<file path="config.mk">
export PLATFORM = sky130hd
export DESIGN_NAME = ccqr_core
export DESIGN_NICKNAME = d
export VERILOG_FILES = /design/src/verilog/ccqr_reset_filter.v /design/src/verilog/ccqr_core.v
export VERILOG_INCLUDE_DIRS = /design/src /design/src/verilog
export SDC_FILE = /design/constraint.sdc
export NUM_CORES = 1
export LEC_CHECK = 0
export ABC_AREA = 1
export BUFFER_PORTS_ARGS = -buffer_cell sky130_fd_sc_hd__buf_2
export CAP_MARGIN = 20
export CORE_ASPECT_RATIO = 1.4
export CORE_MARGIN = 4
export CORE_UTILIZATION = 35
export DETAILED_ROUTE_END_ITERATION = 12
export PLACE_DENSITY = 0.58
export SLEW_MARGIN = 20
export SYNTH_ARGS = -nofsm -noshare
export SYNTH_HDL_FRONTEND = slang
export SYNTH_SLANG_ARGS = --single-unit
</file>
<file path="constraint.sdc">
create_clock -name mclk_in -period 1.8 [get_ports mclk_in]
set_input_delay 0.36 -clock mclk_in [delete_from_list [all_inputs] [get_ports mclk_in]]
set_output_delay 0.36 -clock mclk_in [all_outputs]
set_load 0.02 [all_outputs]
</file>
<file path="src/verilog/ccqr_regs.vh">
`ifndef CCQR_REGS_VH
`define CCQR_REGS_VH
// ----------------------------------------------------------------------------
// Configuration bit positions
// ----------------------------------------------------------------------------
`define CCQR_CFG_CHAIN_BIT   6
`define CCQR_CFG_SWRST_BIT   7
// ----------------------------------------------------------------------------
// RAM writes on node identifier load
// ----------------------------------------------------------------------------
`define CCQR_WAKE_ADDR0      11'h000
`define CCQR_WAKE_ADDR1      11'h001
`define CCQR_WAKE_PATTERN    8'hD1
// ----------------------------------------------------------------------------
// Timing
// ----------------------------------------------------------------------------
`define CCQR_CLK_PERIOD_NS   25
`define CCQR_IRQ_GAP_NS      200
`define CCQR_IRQ_GAP_CYC     ((`CCQR_IRQ_GAP_NS + `CCQR_CLK_PERIOD_NS - 1) / `CCQR_CLK_PERIOD_NS)
`define CCQR_RST_FILT_CYC    5
`endif

</file>
<file path="src/verilog/ccqr_reset_filter.v">
`timescale 1ns/100ps
// ----------------------------------------------------------------------------
// Glitch filter for the external reset pin
// ----------------------------------------------------------------------------
module ccqr_reset_filter #(
  parameter integer FILT_CYC = 5
) (
  input  wire mclk_in,       // Device clock.
  input  wire resetn_in,     // Power-on reset, active low.
  input  wire pin_n_in,      // Raw reset pin, active low.
  output reg  hard_rst_out   // Filtered hardware reset, active high.
);

  reg       sync1_q;
  reg       sync2_q;
  reg [3:0] cnt_q;

  // Two stage synchroniser; only the second stage feeds logic.
  always @(posedge mclk_in or negedge resetn_in) begin
    if (!resetn_in) begin
      sync1_q <= 1'b1;
      sync2_q <= 1'b1;
    end else begin
      sync1_q <= pin_n_in;
      sync2_q <= sync1_q;
    end
  end

  // A low shorter than the filter length is a glitch and is dropped.
  always @(posedge mclk_in or negedge resetn_in) begin
    if (!resetn_in) begin
      cnt_q        <= 4'h0;
      hard_rst_out <= 1'b0;
    end else if (sync2_q) begin
      cnt_q        <= 4'h0;
      hard_rst_out <= 1'b0;
    end else if (cnt_q < FILT_CYC[3:0] - 4'h1) begin
      cnt_q <= cnt_q + 4'h1;
    end else begin
      hard_rst_out <= 1'b1;
    end
  end

endmodule // ccqr_reset_filter

</file>
<file path="src/verilog/ccqr_core.v">
`timescale 1ns/100ps
`include "ccqr_regs.vh"
module ccqr_core #(
  parameter integer IRQ_GAP_CYC = `CCQR_IRQ_GAP_CYC,
  parameter integer FILT_CYC    = `CCQR_RST_FILT_CYC
) (
  input  wire       mclk_in,          // Device clock, 40 MHz.
  input  wire       resetn_in,        // Power-on reset, active low.
  input  wire       hard_reset_in_n,  // Raw reset pin, filtered inside, active low.
  input  wire       cfg_wr_in,        // Configuration write strobe.
  input  wire [7:0] cfg_data_in,      // Configuration write data.
  input  wire       setup_wr_in,      // Setup register write strobe.
  input  wire [7:0] setup_data_in,    // Setup register write data.
  input  wire       nid_wr_in,        // Node identifier write strobe.
  input  wire [7:0] nid_data_in,      // Node identifier data.
  input  wire       tx_en_cmd_in,     // Enable transmit from page.
  input  wire       rx_page_enable_cmd_in, // Enable receive to page.
  input  wire [2:0] page_in,          // Page for either enable.
  input  wire       tx_dis_cmd_in,    // Disable transmitter.
  input  wire       rx_dis_cmd_in,    // Disable receiver.
  input  wire       tx_irq_clr_in,    // Clear transmit interrupt.
  input  wire       rx_irq_clr_in,    // Clear receive interrupt.
  input  wire       tx_mask_in,       // Transmit available mask.
  input  wire       rx_mask_in,       // Receiver inhibited mask.
  input  wire       token_in,         // Token arrived, pulse.
  input  wire       tx_done_in,       // Transmission ended, pulse.
  input  wire       tx_acked_in,      // With tx_done_in: acked.
  input  wire       rx_start_in,      // Reception began, pulse.
  input  wire       rx_done_in,       // Reception ended, pulse.
  input  wire       enhanced_timing_flag_in, // Enhanced timing.
  output reg  [7:0] cfg_out,          // Configuration register.
  output reg  [7:0] setup_register_out, // Setup register.
  output reg  [7:0] node_identifier_out, // Node identifier.
  output reg        core_awake_out,   // Core woken by nonzero id.
  output reg        transmitter_available_out, // Level status.
  output reg        transmit_acknowledged_out, // Shown ack status.
  output reg        receiver_inhibited_out,    // Level status.
  output reg        tx_done_edge_flag_out,     // Transmit edge flag.
  output reg        rx_done_edge_flag_out,     // Receive edge flag.
  output reg        irq_out,          // Interrupt, active high.
  output reg        tx_start_out,     // Start transmit, pulse.
  output reg  [2:0] tx_page_out,      // Page being transmitted.
  output reg  [2:0] rx_page_out,      // Page being received into.
  output reg        tx_enable_out,    // Transmitter enabled.
  output reg        ram_we_out,       // RAM write strobe.
  output reg [10:0] ram_addr_out,     // RAM write address.
  output reg  [7:0] ram_data_out,     // RAM write data.
  output reg        soft_rst_out      // Core held in reset.
);
  // --------------------------------------------------------------------------
  // Reset sources
  // --------------------------------------------------------------------------
  wire hard_rst;
  wire chain = cfg_out[`CCQR_CFG_CHAIN_BIT];
  wire srst  = cfg_out[`CCQR_CFG_SWRST_BIT];
  wire any_rst = hard_rst | srst;

  ccqr_reset_filter #(
    .FILT_CYC (FILT_CYC)
  ) u_filt (
    .mclk_in      (mclk_in),
    .resetn_in    (resetn_in),
    .pin_n_in     (hard_reset_in_n),
    .hard_rst_out (hard_rst)
  );
  // --------------------------------------------------------------------------
  // Preserved registers
  // --------------------------------------------------------------------------
  // Only power-on and the filtered pin reset clear these, so soft reset keeps them.
  always @(posedge mclk_in or negedge resetn_in) begin
    if (!resetn_in) begin
      cfg_out            <= 8'h00;
      setup_register_out <= 8'h00;
    end else if (hard_rst) begin
      cfg_out            <= 8'h00;
      setup_register_out <= 8'h00;
    end else begin
      if (cfg_wr_in)
        cfg_out <= cfg_data_in;
      if (setup_wr_in)
        setup_register_out <= setup_data_in;
    end
  end
  // --------------------------------------------------------------------------
  // Node identifier and wake-up RAM writes
  // --------------------------------------------------------------------------
  localparam [2:0] WK_IDLE = 3'h1;
  localparam [2:0] WK_W0   = 3'h2;
  localparam [2:0] WK_W1   = 3'h4;
  reg [2:0] wk_q;
  always @(posedge mclk_in or negedge resetn_in) begin
    if (!resetn_in) begin
      wk_q                <= WK_IDLE;
      node_identifier_out <= 8'h00;
      core_awake_out      <= 1'b0;
      ram_we_out          <= 1'b0;
      ram_addr_out        <= 11'h000;
      ram_data_out        <= 8'h00;
    end else if (any_rst) begin
      wk_q                <= WK_IDLE;
      node_identifier_out <= 8'h00;
      core_awake_out      <= 1'b0;
      ram_we_out          <= 1'b0;
    end else begin
      ram_we_out <= 1'b0;
      case (wk_q)
        WK_IDLE: begin
          if (nid_wr_in) begin
            node_identifier_out <= nid_data_in;
            if (nid_data_in != 8'h00)
              wk_q <= WK_W0;
          end
        end
        WK_W0: begin
          ram_we_out   <= 1'b1;
          ram_addr_out <= `CCQR_WAKE_ADDR0;
          ram_data_out <= `CCQR_WAKE_PATTERN;
          wk_q         <= WK_W1;
        end
        WK_W1: begin
          ram_we_out     <= 1'b1;
          ram_addr_out   <= `CCQR_WAKE_ADDR1;
          ram_data_out   <= node_identifier_out;
          core_awake_out <= 1'b1;
          wk_q           <= WK_IDLE;
        end
        default: wk_q <= WK_IDLE;
      endcase
    end
  end
  // --------------------------------------------------------------------------
  // Transmit command queue
  // --------------------------------------------------------------------------
  // Entry 0 is the oldest command; it is active once started.
  reg       txq_v0_q;
  reg       txq_v1_q;
  reg [2:0] txq_p1_q;
  reg       tx_active_q;
  wire tx_en_ok = tx_en_cmd_in & (chain | ~txq_v0_q);

  always @(posedge mclk_in or negedge resetn_in) begin
    if (!resetn_in) begin
      txq_v0_q <= 1'b0;
      txq_v1_q <= 1'b0;
      txq_p1_q <= 3'h0;
      tx_active_q <= 1'b0;
      tx_page_out <= 3'h0;
      tx_start_out <= 1'b0;
      transmitter_available_out <= 1'b1;
      tx_enable_out <= 1'b0;
    end else if (any_rst) begin
      txq_v0_q <= 1'b0;
      txq_v1_q <= 1'b0;
      tx_active_q <= 1'b0;
      tx_start_out <= 1'b0;
      transmitter_available_out <= 1'b1;
      tx_enable_out <= 1'b0;
    end else begin
      tx_start_out <= 1'b0;
      tx_enable_out <= core_awake_out;
      if (tx_done_in && tx_active_q) begin
        // Completion frees the head; the queued entry waits for a token.
        transmitter_available_out <= ~txq_v1_q;
        tx_active_q <= 1'b0;
        txq_v0_q <= txq_v1_q;
        txq_v1_q <= 1'b0;
        tx_page_out <= txq_v1_q ? txq_p1_q : tx_page_out;
        if (tx_en_ok && txq_v1_q) begin
          txq_v1_q <= 1'b1;
          txq_p1_q <= page_in;
        end else if (tx_en_ok) begin
          txq_v0_q <= 1'b1;
          tx_page_out <= page_in;
        end
      end else if (tx_dis_cmd_in && txq_v0_q) begin
        // Cancels the oldest only; the shift keeps the younger one.
        txq_v0_q <= txq_v1_q;
        txq_v1_q <= 1'b0;
        tx_active_q <= 1'b0;
        tx_page_out <= txq_v1_q ? txq_p1_q : tx_page_out;
        transmitter_available_out <= ~txq_v1_q;
      end else if (tx_en_ok) begin
        transmitter_available_out <= 1'b0;
        if (!txq_v0_q) begin
          txq_v0_q <= 1'b1;
          tx_page_out <= page_in;
        end else begin
          txq_v1_q <= 1'b1;
          txq_p1_q <= page_in;
        end
      end else if (token_in && txq_v0_q && !tx_active_q) begin
        // The queued entry starts as if freshly commanded.
        tx_active_q <= 1'b1;
        tx_start_out <= 1'b1;
        transmitter_available_out <= 1'b0;
      end
    end
  end
  // --------------------------------------------------------------------------
  // Receive command queue
  // --------------------------------------------------------------------------
  reg       rxq_v0_q;
  reg       rxq_v1_q;
  reg [2:0] rxq_p1_q;
  reg       rx_busy_q;
  wire rx_en_ok = rx_page_enable_cmd_in & (chain | ~rxq_v0_q);

  always @(posedge mclk_in or negedge resetn_in) begin
    if (!resetn_in) begin
      rxq_v0_q <= 1'b0;
      rxq_v1_q <= 1'b0;
      rxq_p1_q <= 3'h0;
      rx_busy_q <= 1'b0;
      rx_page_out <= 3'h0;
      receiver_inhibited_out <= 1'b1;
    end else if (any_rst) begin
      rxq_v0_q <= 1'b0;
      rxq_v1_q <= 1'b0;
      rx_busy_q <= 1'b0;
      receiver_inhibited_out <= 1'b1;
    end else begin
      if (rx_start_in && rxq_v0_q)
        rx_busy_q <= 1'b1;
      if (rx_done_in && rx_busy_q) begin
        // Next packet goes straight to the queued page.
        rx_busy_q <= 1'b0;
        rxq_v0_q <= rxq_v1_q | (rx_en_ok & rxq_v1_q);
        rxq_v1_q <= rx_en_ok & rxq_v1_q;
        rx_page_out <= rxq_v1_q ? rxq_p1_q : rx_page_out;
        receiver_inhibited_out <= ~rxq_v1_q & ~rx_en_ok;
        if (rx_en_ok && rxq_v1_q)
          rxq_p1_q <= page_in;
        else if (rx_en_ok) begin
          rxq_v0_q <= 1'b1;
          rx_page_out <= page_in;
        end
      end else if (rx_dis_cmd_in && rxq_v0_q && !rx_busy_q) begin
        // A reception in progress is never cut short.
        rxq_v0_q <= rxq_v1_q;
        rxq_v1_q <= 1'b0;
        rx_page_out <= rxq_v1_q ? rxq_p1_q : rx_page_out;
        receiver_inhibited_out <= ~rxq_v1_q;
      end else if (rx_en_ok) begin
        receiver_inhibited_out <= 1'b0;
        if (!rxq_v0_q) begin
          rxq_v0_q <= 1'b1;
          rx_page_out <= page_in;
        end else begin
          rxq_v1_q <= 1'b1;
          rxq_p1_q <= page_in;
        end
      end
    end
  end
  // --------------------------------------------------------------------------
  // Completion status double buffers
  // --------------------------------------------------------------------------
  // Slot 0 is shown; slot 1 holds a result waiting for acknowledge.
  reg tx_c1_q;
  reg tx_a1_q;
  reg rx_c1_q;
  wire tx_ev = tx_done_in & tx_active_q;
  wire rx_ev = rx_done_in & rx_busy_q;
  wire tx_pop = tx_irq_clr_in & tx_done_edge_flag_out;
  wire rx_pop = rx_irq_clr_in & rx_done_edge_flag_out;

  always @(posedge mclk_in or negedge resetn_in) begin
    if (!resetn_in) begin
      tx_done_edge_flag_out <= 1'b0;
      transmit_acknowledged_out <= 1'b0;
      tx_c1_q <= 1'b0;
      tx_a1_q <= 1'b0;
      rx_done_edge_flag_out <= 1'b0;
      rx_c1_q <= 1'b0;
    end else if (any_rst) begin
      tx_done_edge_flag_out <= 1'b0;
      transmit_acknowledged_out <= 1'b0;
      tx_c1_q <= 1'b0;
      rx_done_edge_flag_out <= 1'b0;
      rx_c1_q <= 1'b0;
    end else begin
      // Transmit side: a new event in the clear cycle is not lost.
      if (tx_en_ok && !txq_v0_q && !tx_done_edge_flag_out)
        transmit_acknowledged_out <= 1'b0;
      if (tx_pop) begin
        tx_done_edge_flag_out <= tx_c1_q | tx_ev;
        transmit_acknowledged_out <= tx_c1_q ? tx_a1_q : tx_acked_in;
        tx_c1_q <= tx_c1_q & tx_ev;
        tx_a1_q <= tx_acked_in;
      end else if (tx_ev && !tx_done_edge_flag_out) begin
        tx_done_edge_flag_out <= 1'b1;
        transmit_acknowledged_out <= tx_acked_in;
      end else if (tx_ev) begin
        tx_c1_q <= 1'b1;
        tx_a1_q <= tx_acked_in;
      end
      // Receive side mirrors the transmit side.
      if (rx_pop) begin
        rx_done_edge_flag_out <= rx_c1_q | rx_ev;
        rx_c1_q <= rx_c1_q & rx_ev;
      end else if (rx_ev && !rx_done_edge_flag_out)
        rx_done_edge_flag_out <= 1'b1;
      else if (rx_ev)
        rx_c1_q <= 1'b1;
    end
  end
  // --------------------------------------------------------------------------
  // Interrupt with minimum inactive gap
  // --------------------------------------------------------------------------
  // The gap is held after any drop other than by reset so that back to back flags edge twice.
  reg [7:0] gap_q;
  wire irq_req = (tx_done_edge_flag_out & (tx_mask_in | ~chain))
               | (rx_done_edge_flag_out & (rx_mask_in | ~chain));
  wire gap_on = enhanced_timing_flag_in & (gap_q != 8'h00);

  always @(posedge mclk_in or negedge resetn_in) begin
    if (!resetn_in) begin
      irq_out <= 1'b0;
      gap_q   <= 8'h00;
    end else if (any_rst) begin
      irq_out <= 1'b0;
      gap_q   <= 8'h00;
    end else if (irq_out && (!irq_req || tx_pop || rx_pop)) begin
      irq_out <= 1'b0;
      gap_q   <= IRQ_GAP_CYC[7:0];
    end else if (gap_q != 8'h00) begin
      gap_q <= gap_q - 8'h01;
      if (!gap_on)
        irq_out <= irq_req;
    end else begin
      irq_out <= irq_req;
    end
  end
  // --------------------------------------------------------------------------
  // Reset indication, soft or filtered pin
  // --------------------------------------------------------------------------
  always @(posedge mclk_in or negedge resetn_in) begin
    if (!resetn_in)
      soft_rst_out <= 1'b0;
    else
      soft_rst_out <= any_rst;
  end
endmodule // ccqr_core

</file>
Word-level counts from Yosys, hierarchy flattened
Index checks and enable logic that the tools add are counted.
- order comparisons: 1
- multiplexer cells: 120
- reductions and logical operators: 66
- bitwise gates (word level): 29
- equality and inequality tests: 17
- add/sub/neg operators: 2
- operator list (kind ; count):
    3-bit two-way mux ; 27
    8-bit two-way mux ; 10
    1-bit two-way mux ; 78
    2-bit nonzero test ; 12
    3-bit nonzero test ; 8
    4-bit nonzero test ; 6
    11-bit case mux with 2 select lines ; 1
    8-bit case mux with 2 select lines ; 1
    2-bit AND reduction ; 8
    8-bit nonzero test ; 2
    1-bit logical AND ; 15
    1-bit AND ; 13
    3-bit inequality test, second input constant ; 4
    5-bit AND reduction ; 2
    1-bit bitwise OR ; 9
    3-bit AND reduction ; 3
    4-bit two-way mux ; 2
    8-bit by 1-bit subtractor with 8-bit output, second input constant ; 1
    1-bit NOT ; 7
    1-bit zero test ; 6
    2-bit by 1-bit inequality test with 1-bit output, second input constant ; 3
    2-bit inequality test, second input constant ; 3
    3-bit by 1-bit inequality test with 1-bit output, second input constant ; 2
    3-bit case mux with 2 select lines ; 1
    other kinds (10) ; 11
- output and inout port bits: 60
- register bits: 93
- logic and storage cells: 270

Logic depth before layout (Yosys ltp)
- depth in word-level cells: 10
- mapped depth: 9
- mapped depth without buffers: 9

Hierarchy
From an unflattened synthesis, not the netlist that was laid out.
- cells, all modules: 457
- area, all modules: 3968.8 sq um
- modules (own cells, without submodules) (module ; area each (sq um) ; times used ; cells each):
    ccqr_core ; 3707.3 ; 1 ; 432
    ccqr_reset_filter ; 261.5 ; 1 ; 25

Worst setup path before layout
Ideal clock, no wire load.
- path kind: register to register
- start point: reg cfg_out[7]
- end point: reg ram_data_out[6]
- setup slack: 0.440 ns
- arrival: 1.239 ns
- setup time: 0.121 ns
- period minus slack after synthesis: 1.360 ns
- cell stages (with the launch flop): 5
- cells stage by stage: dfrtp_1 -> nor2_4 -> nand4_4 -> buf_2 -> o22a_1
- longest elaborated chain between the ends: 3
- ends and longest elaborated chain (element ; RTL line ; RTL):
    from (decl) ; ccqr_core.v:31 ; output reg [7:0] cfg_out,
    from (signal assigned) ; ccqr_core.v:79 ; cfg_out <= cfg_data_in;
    1-bit bitwise OR ; ccqr_core.v:56 ; wire any_rst = hard_rst | srst;
    1-bit NOT (no line) ; n/a ;
    2-bit AND reduction (no line) ; n/a ;
    to (signal assigned) ; ccqr_core.v:117 ; ram_data_out <= `CCQR_WAKE_PATTERN;
    to (signal assigned) ; ccqr_core.v:123 ; ram_data_out <= node_identifier_out;
    to (decl) ; ccqr_core.v:47 ; output reg [7:0] ram_data_out,
No other way between the ends.
A chain may end at the register's enable or synchronous reset.

Worst setup path in the final report
- start point: reg u_filt.hard_rst_out
- end point: reg txq_p1_q[1]
- longest elaborated chain between the ends: 3
- ends and longest elaborated chain (element ; RTL line ; RTL):
    from (decl) ; ccqr_reset_filter.v:11 ; output reg hard_rst_out
    from (signal assigned) ; ccqr_reset_filter.v:33 ; hard_rst_out <= 1'b0;
    from (signal assigned) ; ccqr_reset_filter.v:36 ; hard_rst_out <= 1'b0;
    from (signal assigned) ; ccqr_reset_filter.v:40 ; hard_rst_out <= 1'b1;
    1-bit bitwise OR ; ccqr_core.v:56 ;
    1-bit NOT (no line) ; n/a ;
    5-bit AND reduction (no line) ; n/a ;
    to (signal assigned) ; ccqr_core.v:170 ; txq_p1_q <= page_in;
    to (signal assigned) ; ccqr_core.v:189 ; txq_p1_q <= page_in;
    to (decl) ; ccqr_core.v:137 ; reg [2:0] txq_p1_q;
No other way between the ends.

==> results.sh <==
export IMPL_worstSetupStartpointType="flop"
export IMPL_required_ns=2.03
export IMPL_p_clk_share_pct=23.4
export IMPL_synthFlopType="dfrtp_1"
export IMPL_min_period_ns=1.48
export IMPL_start_util_pct=36.0
export IMPL_h_tree_depth=3
export IMPL_status="completed"
export IMPL_seqPwrFrac_pct=37.6
export IMPL_cts_tree="done"
export IMPL_ys_seq_area_share_pct=53.0
export IMPL_die_w_um=97.6
export IMPL_cts_sinks=83
export IMPL_ys_warn_count=0
export IMPL_synth_cell_types=32
export IMPL_busiest_layer="met2"
export IMPL_dp_slack_ns=0.305
export IMPL_clockBufferDepth=2
export IMPL_root_buffer="clkbuf_16"
export IMPL_grt_overflow=0
export IMPL_syn_to_final_growth_pct=24.0
export IMPL_cts_repair_resize_count=0
export IMPL_hold_class="input port to flop"
export IMPL_fp_coreArea_um2=10900
export IMPL_dp_hpwl_um=7310
export IMPL_p_sw_share_pct=40.1
export IMPL_internal_power_uw=4650
export IMPL_yosysMostFrequentCell="nand2_1"
export IMPL_syn_inst=464
export IMPL_cts_setup_buffers=0
export IMPL_setup_viol=0
export IMPL_use_met3_pct=3.98
export IMPL_finalWorstSetupSlack_ns=0.316
export IMPL_met2_usage_pct=27.1
export IMPL_criticalPathCategory="flop to flop"
export IMPL_vias=3435
export IMPL_max_cap_viol_count=0
export IMPL_antenna_cells=0
export IMPL_end_kind="flop"
export IMPL_grt_pass1_wl_um=16400
export IMPL_max_freq_mhz=674
export IMPL_finalNetCount=617
export IMPL_leakagePower_uw=0.00261
export IMPL_finalHoldViolations=0
export IMPL_path_max_fanout=25
export IMPL_utilization_pct=44.7
export IMPL_post_route_period_util_pct=82.4
export IMPL_drtIter0Drc=145
export IMPL_yosys_top_cells_count="90 x nand2_1, 78 x dfrtp_1, 71 x inv_1"
export IMPL_p_comb_share_pct=39.0
export IMPL_drt_total_wl_um=9540
export IMPL_num_rows=45
export IMPL_slew_viol_final=0
export IMPL_track_usage_pct=15.5
export IMPL_worst_ep_arrival_time_ns=1.71
export IMPL_avgSynthCellArea_um2=8.48
export IMPL_routabilityCongestion=0.850
export IMPL_grt_pass1_vias=3599
export IMPL_grt_max_degree=35
export IMPL_fp_dieH_um=133
export IMPL_ir_drop_uv=502
export IMPL_dr_pass1_iters=5
export IMPL_grtUsageMet1_pct=18.2
export IMPL_post_drt_via_cell_ratio=4.82
export IMPL_cts_made_buffers=9
export IMPL_drc=0
export IMPL_clk_pin_slew_worst_paths_ns=0.06
export IMPL_fin_setup_tns_ns=0
export IMPL_clk_insertion_delay_late_ns=0.33
export IMPL_ys_ff_latch=83
export IMPL_layout_drive_gt1_share_pct=25.0
export IMPL_synthTopCellsByArea="dfrtp_1 50%, nand2_1 8.6%, nand3_1 7.4%"
export IMPL_whs_ns=0.121
export IMPL_antenna_found_initial=0
export IMPL_synth_area_um2=3930
export IMPL_fin_skew_ns=0.00452
export IMPL_antenna_left=0
export IMPL_rsz0062_at_grt="no"
export IMPL_synth_area_leader_cell="dfrtp_1"
export IMPL_portBuffers=96
export IMPL_p_sw_uw=3100
export IMPL_p_per_area_nw_per_um2=1590
export IMPL_synth_edf_count=0
export IMPL_io_pins=107
export IMPL_wire_per_inst_um=13.4
export IMPL_async_flop_share_pct=100
export IMPL_die_area_um2=13000
export IMPL_yosysTopAreaCellShare_pct=49.6
state kept, by name, indices dropped and copies added, names as in the netlist, 3 cells and up:
| name | flops |
|---|---|
| rxq_p1_q | 3 |
| cfg_out | 8 |
| node_identifier_out | 8 |
| setup_register_out | 8 |
| ram_data_out | 8 |
| rx_page_out | 3 |
| gap_q | 8 |
| tx_page_out | 3 |
| wk_q | 3 |
| txq_p1_q | 3 |
| u_filt.cnt_q | 4 |
path summary, 6_finish.rpt:
kind                                          start        endpoint  slack (ns)  cells past startpoint
worst max-delay path            u_filt.hard_rst_out     txq_p1_q[1]        0.32                      7
worst min-delay path                hard_reset_in_n  u_filt.sync1_q        0.12                      1
worst max register to register  u_filt.hard_rst_out     txq_p1_q[1]        0.32                      7
worst min register to register       u_filt.sync1_q  u_filt.sync2_q        0.35                      0
max in group asynchronous                 resetn_in         wk_q[0]        0.74                      3
min in group asynchronous                 resetn_in         tx_c1_q        0.46                      2
power by group through the flow:
stage,Combinational (uW),Clock (uW),Sequential [uW]
finish,3020,1810,2910
global route,3440,1970,3000
CTS,3060,1870,2920
detailed placement,3050,0,2940
global placement,3000,0,2920
floorplan,1760,0,3270
layout make-up:
class	count	area [um2]
Clock buffer	11	243
Clock inverter	5	52.6
Fill cell	1135	6040
Inverter	72	270
Multi-Input combinational cell	298	1490
Sequential cell	83	2080
Tap cell	141	176
Timing Repair Buffer	103	563
logic make-up (layout without fill, tap and decap cells):
family,after synthesis,count (layout),synth area share (%)
and+or+nand+nor,211,211,25.0
buffers and inverters,92,191,10.0
DFF,83,83,53.0
AOI/OAI and AO/OA,70,70,10.1
xor gates and xnor gates,4,4,0.891
adders and majority gates,3,3,0.954
other,1,10,0.0953
routing by layer:
metal | share of wire (%) | routed length [um]
met5 | 0 | 0
met4 | 1.8 | 176
met3 | 6.1 | 586
met2 | 51 | 4820
met1 | 41 | 3960
placed cells by master (no fill, tap or decap), drive strengths merged, types with 10 or more instances in the layout:
cell	instances
o21ai	40
inv	72
a21oi	12
nand3	58
buf	102
nor2	29
nand2	95
clkbuf	11
conb	10
dfrtp	78
nand4	13
or2	10
what timing repair did:
| action | in CTS | in global routing |
|---|---|---|
| endpoints found under the setup margin | 0 | 0 |
| hold buffers | 1 | 0 |
| endpoints found under the hold margin | 16 | 0 |
metrics by stage:
step / instance area, um2 / cells / total power (uW)
6_report: 4880 / 713 / 7750
2_1_floorplan: 3970 / 473 / 5030
4_1_cts: 4880 / 713 / 7850
3_3_place_gp: 4570 / 696 / 5920
3_5_place_dp: 4570 / 696 / 5990
5_1_grt: 4880 / 713 / 8410
critical path: stages (launching register included):
cell	delay, ns
dfrtp_1	0.43
nor2_4	0.23
buf_12	0.20
nand4_1	0.12
nand2_1	0.13
nand2_1	0.12
nand2_1	0.08
nand2_1	0.05
No activity file was read; power rests on OpenSTA's default activity.
